$ cat src/core/ceesm_pkg.sv
// package: constants and state types of the correctable error status and mask bank
//==========================================================
// Summary of operation
// - receiver error sets sticky write-one-clear status bit
// - bad packet sets its status bit
// - bad link packet sets its status bit
// - replay count rollover sets its status bit
// - replay timer expiry sets its status bit
// - advisory non-fatal error sets its status bit
// - reporting disabled: single-bit status and mask read zero
// - set mask bit suppresses reporting that event
// - masks reset zero, advisory mask resets one
// - single-bit masked only when mask and enable set
// - masked single-bit error is logged but not reported
// - masking never stops the status bit setting
package ceesm_pkg;
   //==========================================================
   // register map, byte addresses
   localparam int CE_ADDR_W = 12;
   localparam int CE_DATA_W = 32;
   localparam logic [11:0] CE_STATUS_OFS = 12'h110;
   localparam logic [11:0] CE_MASK_OFS = 12'h114;
   localparam logic [11:0] CE_MEMCTL_OFS = 12'h300;
   localparam logic [11:0] CE_IRQEN_OFS = 12'h304;
   //==========================================================
   // field positions of status and mask
   localparam int CE_RCV_BIT = 0;
   localparam int CE_BADPKT_BIT = 6;
   localparam int CE_BADLNK_BIT = 7;
   localparam int CE_ROLL_BIT = 8;
   localparam int CE_RTO_BIT = 12;
   localparam int CE_ADV_BIT = 13;
   localparam int CE_SBE_BIT = 31;
   localparam int CE_MEMCTL_SBE_BIT = 0;
   localparam logic [31:0] CE_DEFINED = 32'h800031C1;
   localparam logic [31:0] CE_SBE_MASK = 32'h80000000;
   localparam logic [31:0] CE_ZERO = 32'h00000000;
   //==========================================================
   // reset values
   localparam logic [31:0] CE_STATUS_RST = 32'h00000000;
   localparam logic [31:0] CE_MASK_RST = 32'h00002000;
   localparam logic CE_SBE_EN_RST = 1'b0;
   localparam logic [31:0] CE_IRQEN_RST = 32'h00000000;
   //==========================================================
   // state of the register bank
   typedef struct packed {
      logic [31:0] status;
      logic [31:0] mask;
      logic sbe_en;
      logic [31:0] irq_en;
   } ceesm_state_t;
endpackage : ceesm_pkg

$ cat src/core/ceesm_if.sv
// interface: register access between the bus slave and the register bank
`timescale 1ns/10ps
interface ceesm_if;
   import ceesm_pkg::*;
   logic wr;
   logic [CE_ADDR_W-1:0] addr;
   logic [CE_DATA_W-1:0] wdata;
   logic [CE_DATA_W-1:0] rdata;
   logic hit;
   modport apb (output wr, output addr, output wdata, input rdata, input hit);
   modport regs (input wr, input addr, input wdata, output rdata, output hit);
endinterface : ceesm_if

$ cat src/core/ceesm_apb.sv
// module: zero-wait APB slave front end of the register bank
`timescale 1ns/10ps
module ceesm_apb
   import ceesm_pkg::*;
(
   input wire logic i_clock,
   input wire logic i_rst_b,
   input wire logic i_psel,
   input wire logic i_penable,
   input wire logic i_pwrite,
   input wire logic [CE_ADDR_W-1:0] i_paddr,
   input wire logic [CE_DATA_W-1:0] i_pwdata,
   output logic [CE_DATA_W-1:0] o_prdata,
   output logic o_pready,
   output logic o_pslverr,
   ceesm_if.apb bus
);
   typedef struct packed {
      logic [CE_DATA_W-1:0] prdata;
      logic pslverr;
   } ceesm_apb_t;
   ceesm_apb_t st_reg;
   ceesm_apb_t st_next;

   //==========================================================
   // request path: write acts only in the access phase
   assign bus.wr = i_psel && i_penable && i_pwrite;
   assign bus.addr = i_paddr;
   assign bus.wdata = i_pwdata;
   assign o_pready = 1'b1; // never stretches the access phase

   // answer captured in setup so read data comes from flops
   always_comb begin
      st_next = st_reg;
      if (i_psel && !i_penable) begin
         st_next.prdata = bus.hit ? bus.rdata : CE_ZERO;
         st_next.pslverr = !bus.hit;
      end
   end

   always_ff @(posedge i_clock or negedge i_rst_b) begin
      if (!i_rst_b) begin
         st_reg <= '0;
      end else begin
         st_reg <= st_next;
      end
   end

   assign o_prdata = st_reg.prdata;
   assign o_pslverr = st_reg.pslverr;
endmodule : ceesm_apb

$ cat src/core/ceesm_report.sv
// module: per-event report strobes and interrupt level of the bank
`timescale 1ns/10ps
module ceesm_report
   import ceesm_pkg::*;
#(
   parameter int W = 32
) (
   input wire logic i_clock,
   input wire logic i_rst_b,
   input wire logic [W-1:0] i_event,
   input wire logic [W-1:0] i_mask_eff,
   input wire logic [W-1:0] i_status,
   input wire logic [W-1:0] i_irq_en,
   output logic o_report,
   output logic [W-1:0] o_report_bits,
   output logic o_irq
);
   if (W != CE_DATA_W) begin : g_bad_width
      $error("report width must match the register width");
   end

   typedef struct packed {
      logic [W-1:0] bits;
      logic report;
      logic irq;
   } ceesm_rep_t;
   ceesm_rep_t st_reg;
   ceesm_rep_t st_next;
   logic [W-1:0] pass;

   //==========================================================
   // per bit: an event leaves only when its mask is clear
   for (genvar b = 0; b < W; b++) begin : g_bit
      assign pass[b] = i_event[b] && !i_mask_eff[b];
   end

   always_comb begin
      st_next.bits = pass;
      st_next.report = |pass;
      st_next.irq = |(i_status & i_irq_en);
   end

   always_ff @(posedge i_clock or negedge i_rst_b) begin
      if (!i_rst_b) begin
         st_reg <= '0;
      end else begin
         st_reg <= st_next;
      end
   end

   assign o_report = st_reg.report;
   assign o_report_bits = st_reg.bits;
   assign o_irq = st_reg.irq;
endmodule : ceesm_report

$ cat src/core/ceesm_top.sv
// module: correctable error status, mask and control register bank
//
// The APB interface to the registers is this design's own decision.
`timescale 1ns/10ps
module ceesm_top
   import ceesm_pkg::*;
(
   input wire logic i_clock,
   input wire logic i_rst_b,
   input wire logic i_hot_reset,
   input wire logic i_psel,
   input wire logic i_penable,
   input wire logic i_pwrite,
   input wire logic [CE_ADDR_W-1:0] i_paddr,
   input wire logic [CE_DATA_W-1:0] i_pwdata,
   output logic [CE_DATA_W-1:0] o_prdata,
   output logic o_pready,
   output logic o_pslverr,
   input wire logic i_receiver_error,
   input wire logic i_bad_packet_error,
   input wire logic i_bad_link_packet_error,
   input wire logic i_replay_count_rollover,
   input wire logic i_replay_timeout,
   input wire logic i_advisory_nonfatal,
   input wire logic i_single_bit_error,
   output logic o_corr_report,
   output logic [CE_DATA_W-1:0] o_report_bits,
   output logic o_irq
);
   localparam ceesm_state_t ST_RST = '{
      status: CE_STATUS_RST,
      mask: CE_MASK_RST,
      sbe_en: CE_SBE_EN_RST,
      irq_en: CE_IRQEN_RST
   };

   ceesm_state_t st_reg;
   ceesm_state_t st_next;
   ceesm_if bus ();

   logic [31:0] ev_raw;
   logic [31:0] live;
   logic [31:0] ev_eff;
   logic [31:0] mask_eff;
   logic [31:0] clr;
   logic wr_status;
   logic wr_mask;
   logic wr_memctl;
   logic wr_irqen;

   //==========================================================
   // bus slave
   ceesm_apb u_apb (
      .i_clock(i_clock),
      .i_rst_b(i_rst_b),
      .i_psel(i_psel),
      .i_penable(i_penable),
      .i_pwrite(i_pwrite),
      .i_paddr(i_paddr),
      .i_pwdata(i_pwdata),
      .o_prdata(o_prdata),
      .o_pready(o_pready),
      .o_pslverr(o_pslverr),
      .bus(bus)
   );

   //==========================================================
   // event vector
   // detectors sit on this clock, so no synchroniser is needed
   function automatic logic [31:0] gather(
      input logic rcv,
      input logic pkt,
      input logic lnk,
      input logic roll,
      input logic rto,
      input logic adv,
      input logic single_bit_error
   );
      logic [31:0] v;
      v = CE_ZERO;
      v[CE_RCV_BIT] = rcv;
      v[CE_BADPKT_BIT] = pkt;
      v[CE_BADLNK_BIT] = lnk;
      v[CE_ROLL_BIT] = roll;
      v[CE_RTO_BIT] = rto;
      v[CE_ADV_BIT] = adv;
      v[CE_SBE_BIT] = single_bit_error;
      return v;
   endfunction : gather

   assign ev_raw = gather(i_receiver_error, i_bad_packet_error,
      i_bad_link_packet_error, i_replay_count_rollover,
      i_replay_timeout, i_advisory_nonfatal, i_single_bit_error);

   // bits that exist right now; single-bit error only when enabled
   assign live = st_reg.sbe_en ? CE_DEFINED : (CE_DEFINED & ~CE_SBE_MASK);
   assign ev_eff = ev_raw & live;
   // single-bit mask counts only while reporting is enabled
   assign mask_eff = st_reg.mask & live;

   //==========================================================
   // write decode
   assign wr_status = bus.wr && (bus.addr == CE_STATUS_OFS);
   assign wr_mask = bus.wr && (bus.addr == CE_MASK_OFS);
   assign wr_memctl = bus.wr && (bus.addr == CE_MEMCTL_OFS);
   assign wr_irqen = bus.wr && (bus.addr == CE_IRQEN_OFS);
   assign clr = wr_status ? (bus.wdata & live) : CE_ZERO;

   //==========================================================
   // next state of the bank
   always_comb begin
      st_next = st_reg;
      // set wins over a clear in the same cycle
      st_next.status = ((st_reg.status & ~clr) | ev_eff) & live;
      if (wr_mask) begin
         // stored single-bit mask survives while writes to it are ignored
         st_next.mask = (bus.wdata & live) | (st_reg.mask & CE_DEFINED & ~live);
      end
      if (wr_memctl) begin
         st_next.sbe_en = bus.wdata[CE_MEMCTL_SBE_BIT];
      end
      if (wr_irqen) begin
         st_next.irq_en = bus.wdata & CE_DEFINED;
      end
      // hot reset spares the mask and all sticky status except single-bit, dropped a cycle later as sbe_en resets
      if (i_hot_reset) begin
         st_next.sbe_en = CE_SBE_EN_RST;
         st_next.irq_en = CE_IRQEN_RST;
      end
   end

   always_ff @(posedge i_clock or negedge i_rst_b) begin
      if (!i_rst_b) begin
         st_reg <= ST_RST;
      end else begin
         st_reg <= st_next;
      end
   end

   //==========================================================
   // read decode
   always_comb begin
      bus.rdata = CE_ZERO;
      bus.hit = 1'b1;
      if (bus.addr == CE_STATUS_OFS) begin
         bus.rdata = st_reg.status & live;
      end else if (bus.addr == CE_MASK_OFS) begin
         bus.rdata = st_reg.mask & live;
      end else if (bus.addr == CE_MEMCTL_OFS) begin
         bus.rdata[CE_MEMCTL_SBE_BIT] = st_reg.sbe_en;
      end else if (bus.addr == CE_IRQEN_OFS) begin
         bus.rdata = st_reg.irq_en;
      end else begin
         bus.hit = 1'b0;
      end
   end

   //==========================================================
   // reporting and interrupt
   ceesm_report #(
      .W(CE_DATA_W)
   ) u_report (
      .i_clock(i_clock),
      .i_rst_b(i_rst_b),
      .i_event(ev_eff),
      .i_mask_eff(mask_eff),
      .i_status(st_reg.status),
      .i_irq_en(st_reg.irq_en),
      .o_report(o_corr_report),
      .o_report_bits(o_report_bits),
      .o_irq(o_irq)
   );

   // helper: high in the first cycle after reset release
   logic first_reg;
   always_ff @(posedge i_clock or negedge i_rst_b) begin
      if (!i_rst_b) begin
         first_reg <= 1'b1;
      end else begin
         first_reg <= 1'b0;
      end
   end
endmodule : ceesm_top

$ cat config.mk
export PLATFORM = sky130hd
export DESIGN_NAME = ceesm_top
export DESIGN_NICKNAME = d
export VERILOG_FILES = /design/src/core/ceesm_pkg.sv /design/src/core/ceesm_if.sv /design/src/core/ceesm_apb.sv /design/src/core/ceesm_report.sv /design/src/core/ceesm_top.sv
export SDC_FILE = /design/constraint.sdc
export NUM_CORES = 1
export LEC_CHECK = 0
export ABC_AREA = 0
export BUFFER_PORTS_ARGS = -buffer_cell sky130_fd_sc_hd__buf_4
export CORE_MARGIN = 10
export CORE_UTILIZATION = 58
export DETAILED_ROUTE_END_ITERATION = 7
export PLACE_DENSITY = 0.88
export SLEW_MARGIN = 0
export SYNTH_ARGS = -nofsm -noshare
export SYNTH_HDL_FRONTEND = slang
export SYNTH_HIERARCHICAL = 1
export SYNTH_SLANG_ARGS = --single-unit
$ cat constraint.sdc
create_clock -name i_clock -period 2.98 [get_ports i_clock]
set_input_delay 0.149 -clock i_clock [delete_from_list [all_inputs] [get_ports i_clock]]
set_output_delay 0.149 -clock i_clock [all_outputs]
set_load 0.005 [all_outputs]
# Yosys cells after proc, flatten, opt, wreduce, memory -nomap -nowiden
# Cells that the tools add are included.
# W data, S select, Z words.
# word_totals
out_inout_bits,68
input_bits,57
wordCells,117
regBits,164
# op_classes
n_mux,15
n_eq_ne,4
n_reduce_logical,77
bitwise,12
# ops
cell,n
$and A32 B32 Y32,8
$mux W32,7
$not A32 Y32,2
$or A32 B32 Y32,2
$reduce_or A32 Y1,2
$logic_and A1 B1 Y1,39
$logic_not A1 Y1,34
$mux W33,1
$mux W31,1
$eq A12 B10 Y1 const B,2
$eq A12 B9 Y1 const B,2
$mux W1,6
$reduce_bool A2 Y1,2

# Logic depth before layout (Yosys ltp)
# Gate-level depths: netlist (run 1).
# depth
depth_word,8
ltp_mapped,8

# Cells and area by module
# The synthesis (run 1) kept the hierarchy.
# modules_own_cells
module,seq_area_each_um2,n_inst,cells_each,area_each_um2
ceesm_apb,825.8,1,187,1854.3
ceesm_top,551.8,1,133,1323.8
ceesm_report,850.8,1,98,1277.5

# Worst setup path after synthesis (run 1)
# Ideal clock, no wire load.
# synth_path
path_type,input port to flip-flop
startpoint,input port i_paddr[11]
endpoint,"register u_apb.st_reg, in the netlist u_apb/o_prdata[0]"
path_slack_ns,1.214
t_arrival_ns,1.687
path_buffers,3
path_stages,8
required_ns,2.901
path_cell_list,buf_4 -> nor4b_1 -> nand2_1 -> nor3_1 -> buf_2 -> buf_2 -> nand2_1 -> mux2i_1
# synth_via
elab_chain_cells,6
# synth_rtl
item,line,rtl
from (decl),ceesm_top.sv:14,"input wire logic [CE_ADDR_W-1:0] i_paddr,"
$eq A12 B10 Y1,ceesm_top.sv:151,end else if (bus.addr == CE_IRQEN_OFS) begin
$mux W1,ceesm_top.sv:151,
$mux W1,ceesm_top.sv:149,end else if (bus.addr == CE_MEMCTL_OFS) begin
$mux W1,ceesm_top.sv:147,end else if (bus.addr == CE_MASK_OFS) begin
$mux W1 (*),ceesm_top.sv:145,if (bus.addr == CE_STATUS_OFS) begin
via bus.hit,ceesm_if.sv:9,logic hit;
$mux W32 (*),ceesm_apb.sv:36,st_next.prdata = bus.hit ? bus.rdata : CE_ZERO;
to (signal assigned),ceesm_apb.sv:45,st_reg <= st_next;
to (decl),ceesm_apb.sv:22,ceesm_apb_t st_reg;
# The timed path passes the listed nets; every way through them passes the cells marked *.
# A chain may end at the register's enable or synchronous reset.

# Final worst setup path (run 1)
# layout_path
startpoint,input port i_paddr[11]
endpoint,"register u_apb.st_reg, in the netlist u_apb/o_prdata[12]"
# The elaborated chain is that of the path after synthesis.

==> results of run 1 <==
[worst max-delay path, stage by stage]
cell and delay, ns:
buf_4 0.11, nor4b_1 0.60, nand2_1 0.36, nor3_2 0.54
nand2_1 0.11, mux2i_1 0.15
[layout make-up]
class,count,area [sq um],area share
repair buffers,108,828.3,0.1470
inverters,40,150.1,0.02665
clock inverters,6,75.07,0.01333
flip-flops and latches,89,2228,0.3956
clock buffers,10,127.6,0.02266
well taps,99,123.9,0.02199
multi-input cells,355,2100,0.3727
[stage by stage]
| step | std cells | power, mW | hold slack (ns) |
|---|---|---|---|
| 6_report | 707 | 2.332 | -0.02782 |
| 5_1_grt | 707 | 2.426 | 0.05074 |
| 4_1_cts | 707 | 2.319 | 0.02945 |
| 3_5_place_dp | 684 | 1.476 | 0.3526 |
| 3_3_place_gp | 684 | 1.471 | 0.3453 |
| 2_1_floorplan | 517 | 1.395 | -0.1466 |
[routing by layer]
layer  track usage  wire length [microns]
met3       0.07247                    899
met5             0                      0
met4       0.07253                    194
met2        0.3264                   5269
met1        0.1980                   3854
[worst paths after layout]
| kind | to | slack (ns) | start |
|---|---|---|---|
| worst min-delay path | u_apb/o_prdata[10]$_DFFE_PN0P_ | -0.03 | i_rst_b |
| worst max register to register | u_report/o_report$_DFF_PN0_ | 1.33 | st_reg[32]$_DFFE_PN0P_ |
| min in group i_clock | st_reg[96]$_DFF_PN0_ | 0.04 | i_single_bit_error |
| worst max-delay path | u_apb/o_prdata[12]$_DFFE_PN0P_ | 1.24 | i_paddr[11] |
| worst min register to register | u_report/o_report_bits[0]$_DFF_PN0_ | 0.48 | st_reg[33]$_DFFE_PN0P_ |
| max in group asynchronous | st_reg[6]$_DFFE_PN0P_ | 2.29 | i_rst_b |
[what timing repair did]
action / CTS / global route
endpoints found under the hold margin: 7 / 0
endpoints found under the setup margin: 0 / 0
hold buffers: 7 / 0
[power groups by stage]
stage	combinational [mW]	clock, mW	sequential, mW
final	0.237	0.860	1.24
after global routing	0.265	0.923	1.24
after CTS	0.225	0.859	1.23
after detailed placement	0.217	0	1.26
after global placement	0.213	0	1.26
after floorplan	0.134	0	1.26
==> metrics.txt, run 1 <==
crit path launch type input port; CTS root buffer clkbuf_8; cells after synthesis 393; hold slack final -0.02782 ns; post-DR wirelength/cell 14.45 microns; Pwr per Cell Area 413.9 mW/mm^2; worst slew margin relative to its limit 0.2707; weighted congestion reported at the end of routability-driven placement 0.8467; power dissipated by switching net loads 596.2 uW; GRT overflow 0; post-route ant nets 0; number of endpoints with negative hold slack in the final report 17; clock tree skew after final layout 0.01666 ns; pin count of the biggest net entering global routing 90; Filler cells 477; setup repair after global routing missed its margin no; post-route minimum period 1.736 ns; CTS tree built; number of vias in the routed layout 3276; final number of max-transition violations 0; number of sinks driven by the clock tree 89; layout-stage area growth over the synthesis result 31.98%; Hold/Removal Path Class in -> async; post-synthesis instance area 0.004268 sq mm; actual transition at the worst max-transition pin 1.094 ns; run status complete, but fails checks; routed vias/inst 4.634; data arrival time at the worst-slack endpoint 2.02 ns; crit share post-route 0.5824; vias in the first global route 3558; warnings from Yosys 6; H-tree levels 3; violated checks hold timing; finished layout cell area 0.005633 sq mm; path type of the worst setup path in -> reg; final routed DRC violation total 0; Max Clk Rate 576.2 MHz; number of CTS-inserted buffers 9; most frequent cells in the layout conb_1 (126), buf_4 (101), dfrtp_1 (88); minimum setup slack after placement 0.8172 ns; share of cells above drive strength 1 0.2286; initial antenna violation count 0; Final #Nets 660; fin worst setup slack 1.244 ns; effective utilization at floorplan 0.5916; number of placed I/O pins 125; Worst setup EP type register; clock transition at the register clock pins on the worst setup and hold paths after CTS 0.09 ns; Core ar. 0.007214 sq mm; most frequent standard cell in the layout excluding fill and tap cells conb_1; Net Sw Frac 0.2557; Peak supply drop 335.9 uV; worst path required time 3.26 ns; internal power 1.735 mW; combinational power share 0.101; placed instance area 0.005360 sq mm; final core area utilization 0.7808; y dimension of the die 105.8 microns; portion of total power attributed to the clock network 0.369; top fanout value on the critical path 9; number of inserted diodes 0; width of the die 105.8 microns; maxcap violations 0; logic depth of the worst register-to-register path 5; Synth Area per Inst 10.86 sq um; number of gates resized after CTS 0; count of buffers added by post-CTS timing repair for setup 0; Initial DRT Pass Iterations 4; Setup Total Neg Slack 0 ns; portion of total power attributed to sequential cells 0.530; number of port buffers 98; CTS Buffer Depth 2; wire length of the first global-routing pass 17010 microns; Overall Global Routing Usage 0.1866; final routed wirelength across all metal layers 10220 microns; clock network latency to the later pin of the worst-skew pair 0.36 ns; leakage power 2.782 nW; number of cell rows 31; full die area 0.01119 sq mm; DPL Wire Length 7384 microns; # setup viols final 0; number of violations reported at the end of detailed-routing iteration 0 155
Power figures use the tool's default switching activity.
==> run 2, diff against run 1 <==
CORE_UTILIZATION = 54   (was 58)
PLACE_DENSITY = 0.83   (was 0.88)
clock period = 1.6 ns   (was 2.98 ns; I/O delays follow)
==> run 2 against run 1 <==
Against the previous run:
- critical path depth fell by 1
- count of clock-buffer cells in the layout grew 1
- clock skew decreased by 0.0080 ns
- the flow now finishes without violations
- largest power group unchanged
- critical endpoint is now u_report/o_report$_DFF_PN0_
- cell area up 2.9%
- global-route usage is 1.1 points lower
- sequential cell count stayed put
- combinational power increased by 94%
- register-to-register slack got worse by 1.2 ns
- total power increased by 85%
==> metrics.txt, run 2 (same netlist as run 1, synthesis figures left out) <==
run status completed; layout-stage area growth over the synthesis result 35.85%; Worst setup EP type register; most frequent standard cell in the layout excluding fill and tap cells conb_1; portion of total power attributed to the clock network 0.361 (-0.008); # setup viols final 0 (unchanged); setup repair after global routing missed its margin no; top fanout value on the critical path 3 (-6); H-tree levels 3 (unchanged); number of sinks driven by the clock tree 89 (unchanged); Core ar. 0.007727 sq mm (+7.1%); final routed wirelength across all metal layers 10260 microns (+0.36%); Hold/Removal Path Class in -> reg; clock network latency to the later pin of the worst-skew pair 0.34 ns (-0.02 ns); weighted congestion reported at the end of routability-driven placement 0.8362 (-1.2%); number of CTS-inserted buffers 9 (unchanged); Worst Hold Path Cells 3; Max Clk Rate 671.3 MHz; path type of the worst setup path reg -> reg; share of cells above drive strength 1 0.2440 (+0.01536); wire length of the first global-routing pass 16670 microns (-2.0%); Initial DRT Pass Iterations 4 (unchanged); DPL Wire Length 7896 microns (+6.9%); Overall Global Routing Usage 0.1758 (-0.01076); Filler cells 565 (+18%); combinational power share 0.106 (+0.005); effective utilization at floorplan 0.5523 (-0.03927); logic depth of the worst register-to-register path 5 (unchanged); clock transition at the register clock pins on the worst setup and hold paths after CTS 0.08 ns (about the same); final number of max-transition violations 0 (unchanged); number of endpoints with negative hold slack in the final report 0 (-17); initial antenna violation count 0 (unchanged); leakage power 2.861 nW (+2.9%); finished layout cell area 0.005798 sq mm (+2.9%); internal power 3.281 mW (+89%); Final #Nets 675 (+2.3%); post-route ant nets 0 (unchanged); Net Sw Frac 0.2400 (-0.01574); number of cell rows 32 (+3.2%); post-DR wirelength/cell 14.14 microns (-2.1%); GRT overflow 0 (unchanged); worst slew margin relative to its limit 0.6529 (+0.3822); crit share post-route 0.9310; number of inserted diodes 0 (unchanged); number of violations reported at the end of detailed-routing iteration 0 123 (-21%); area of the multi-input gates 0.002112 sq mm (+0.60%); width of the die 108.9 microns (+2.9%); CTS root buffer clkbuf_8; footprint of the flip-flops and latches 0.002228 sq mm (unchanged); number of port buffers 98 (unchanged); most frequent cells in the layout conb_1 (126), buf_4 (110), dfrtp_1 (88); maxcap violations 0 (unchanged); number of vias in the routed layout 3301 (+0.76%); number of placed I/O pins 125 (unchanged); final routed DRC violation total 0 (unchanged); post-route minimum period 1.490 ns; vias in the first global route 3556 (-0.056%); crit path launch type register; pin count of the biggest net entering global routing 37 (-59%); y dimension of the die 108.9 microns (+2.9%); data arrival time at the worst-slack endpoint 1.71 ns (-0.31 ns); final core area utilization 0.7503 (-0.03046); Setup Total Neg Slack 0 ns (unchanged); CTS tree built; worst path required time 1.82 ns (-1.44 ns); Peak supply drop 627.6 uV (+87%); routed vias/inst 4.553 (-1.7%); portion of total power attributed to sequential cells 0.533 (+0.003); Pwr per Cell Area 744.4 mW/mm^2 (+80%); actual transition at the worst max-transition pin 0.5196 ns (-0.5744 ns); clock tree skew after final layout 0.008704 ns (-0.007955 ns); CTS Buffer Depth 2 (unchanged); full die area 0.01186 sq mm (+6.0%); placed instance area 0.005478 sq mm (+2.2%); power dissipated by switching net loads 1.036 mW (+74%)
run 2: per-layer routing:
metal	vias up	wire (microns)	GRT usage
met5	-	0	0
met4	0	91	0.06215
met3	8	851	0.06018
met2	83	5461	0.3171
met1	1573	3851	0.1864
li1	1637	-	-
run 2: through the flow:
stage                     std cells  setup WS, ns  hold slack, ns  power (mW)
final                           725        0.1103         0.01617       4.316
after global routing            725       0.01835         0.01155       4.499
after CTS                       725       0.07308     0.000003109       4.347
after detailed placement        698      0.009583        -0.01507       2.765
after global placement          698       0.05849        -0.02213       2.756
after floorplan                 517      0.003383         -0.2156       2.600
run 2: timing repair:
action / in CTS / in global routing
hold endpoints to repair: 105 / 0
endpoints found under the setup margin: 0 / 1
setup buffers: 0 / 0
hold buffers: 11 / 0
resized for setup: 0 / 1
run 2: area by class of cell:
cell class / instances / share of cell area
Clock buffer: 11 / 0.02439
Clock inverter: 5 / 0.01079
Tap cell: 102 / 0.02201
Timing Repair Buffer: 123 / 0.1683
Sequential cell: 89 / 0.3843
Multi-Input combinational cell: 355 / 0.3643
Inverter: 40 / 0.02590
run 2: power by group through the flow:
stage          Sequential [mW]  Combinational (mW)  Clock (mW)
2_1_floorplan             2.35               0.250           0
3_3_place_gp              2.34               0.413           0
3_5_place_dp              2.34               0.420           0
4_1_cts                   2.30               0.444        1.60
5_1_grt                   2.30               0.513        1.68
6_report                  2.30               0.459        1.56
run 2: critical path, cell delays in order (launching register included):
cell and delay [ns]:
dfrtp_1 0.41, and2_1 0.15, nor2b_1 0.15, nor4_1 0.29
nand4_1 0.13, or2_1 0.25
run 2: final timing paths:
| path | from | end | slack [ns] |
|---|---|---|---|
| worst max-delay path | st_reg[32]$_DFFE_PN0P_ | u_report/o_report$_DFF_PN0_ | 0.11 |
| worst min-delay path | i_single_bit_error | st_reg[96]$_DFF_PN0_ | 0.02 |
| worst max register to register | st_reg[32]$_DFFE_PN0P_ | u_report/o_report$_DFF_PN0_ | 0.11 |
| worst min register to register | st_reg[40]$_DFFE_PN0P_ | u_report/o_report_bits[7]$_DFF_PN0_ | 0.51 |
| max in group asynchronous | i_rst_b | u_apb/o_prdata[7]$_DFFE_PN0P_ | 0.90 |
| min in group asynchronous | i_rst_b | st_reg[78]$_DFF_PN0_ | 0.16 |
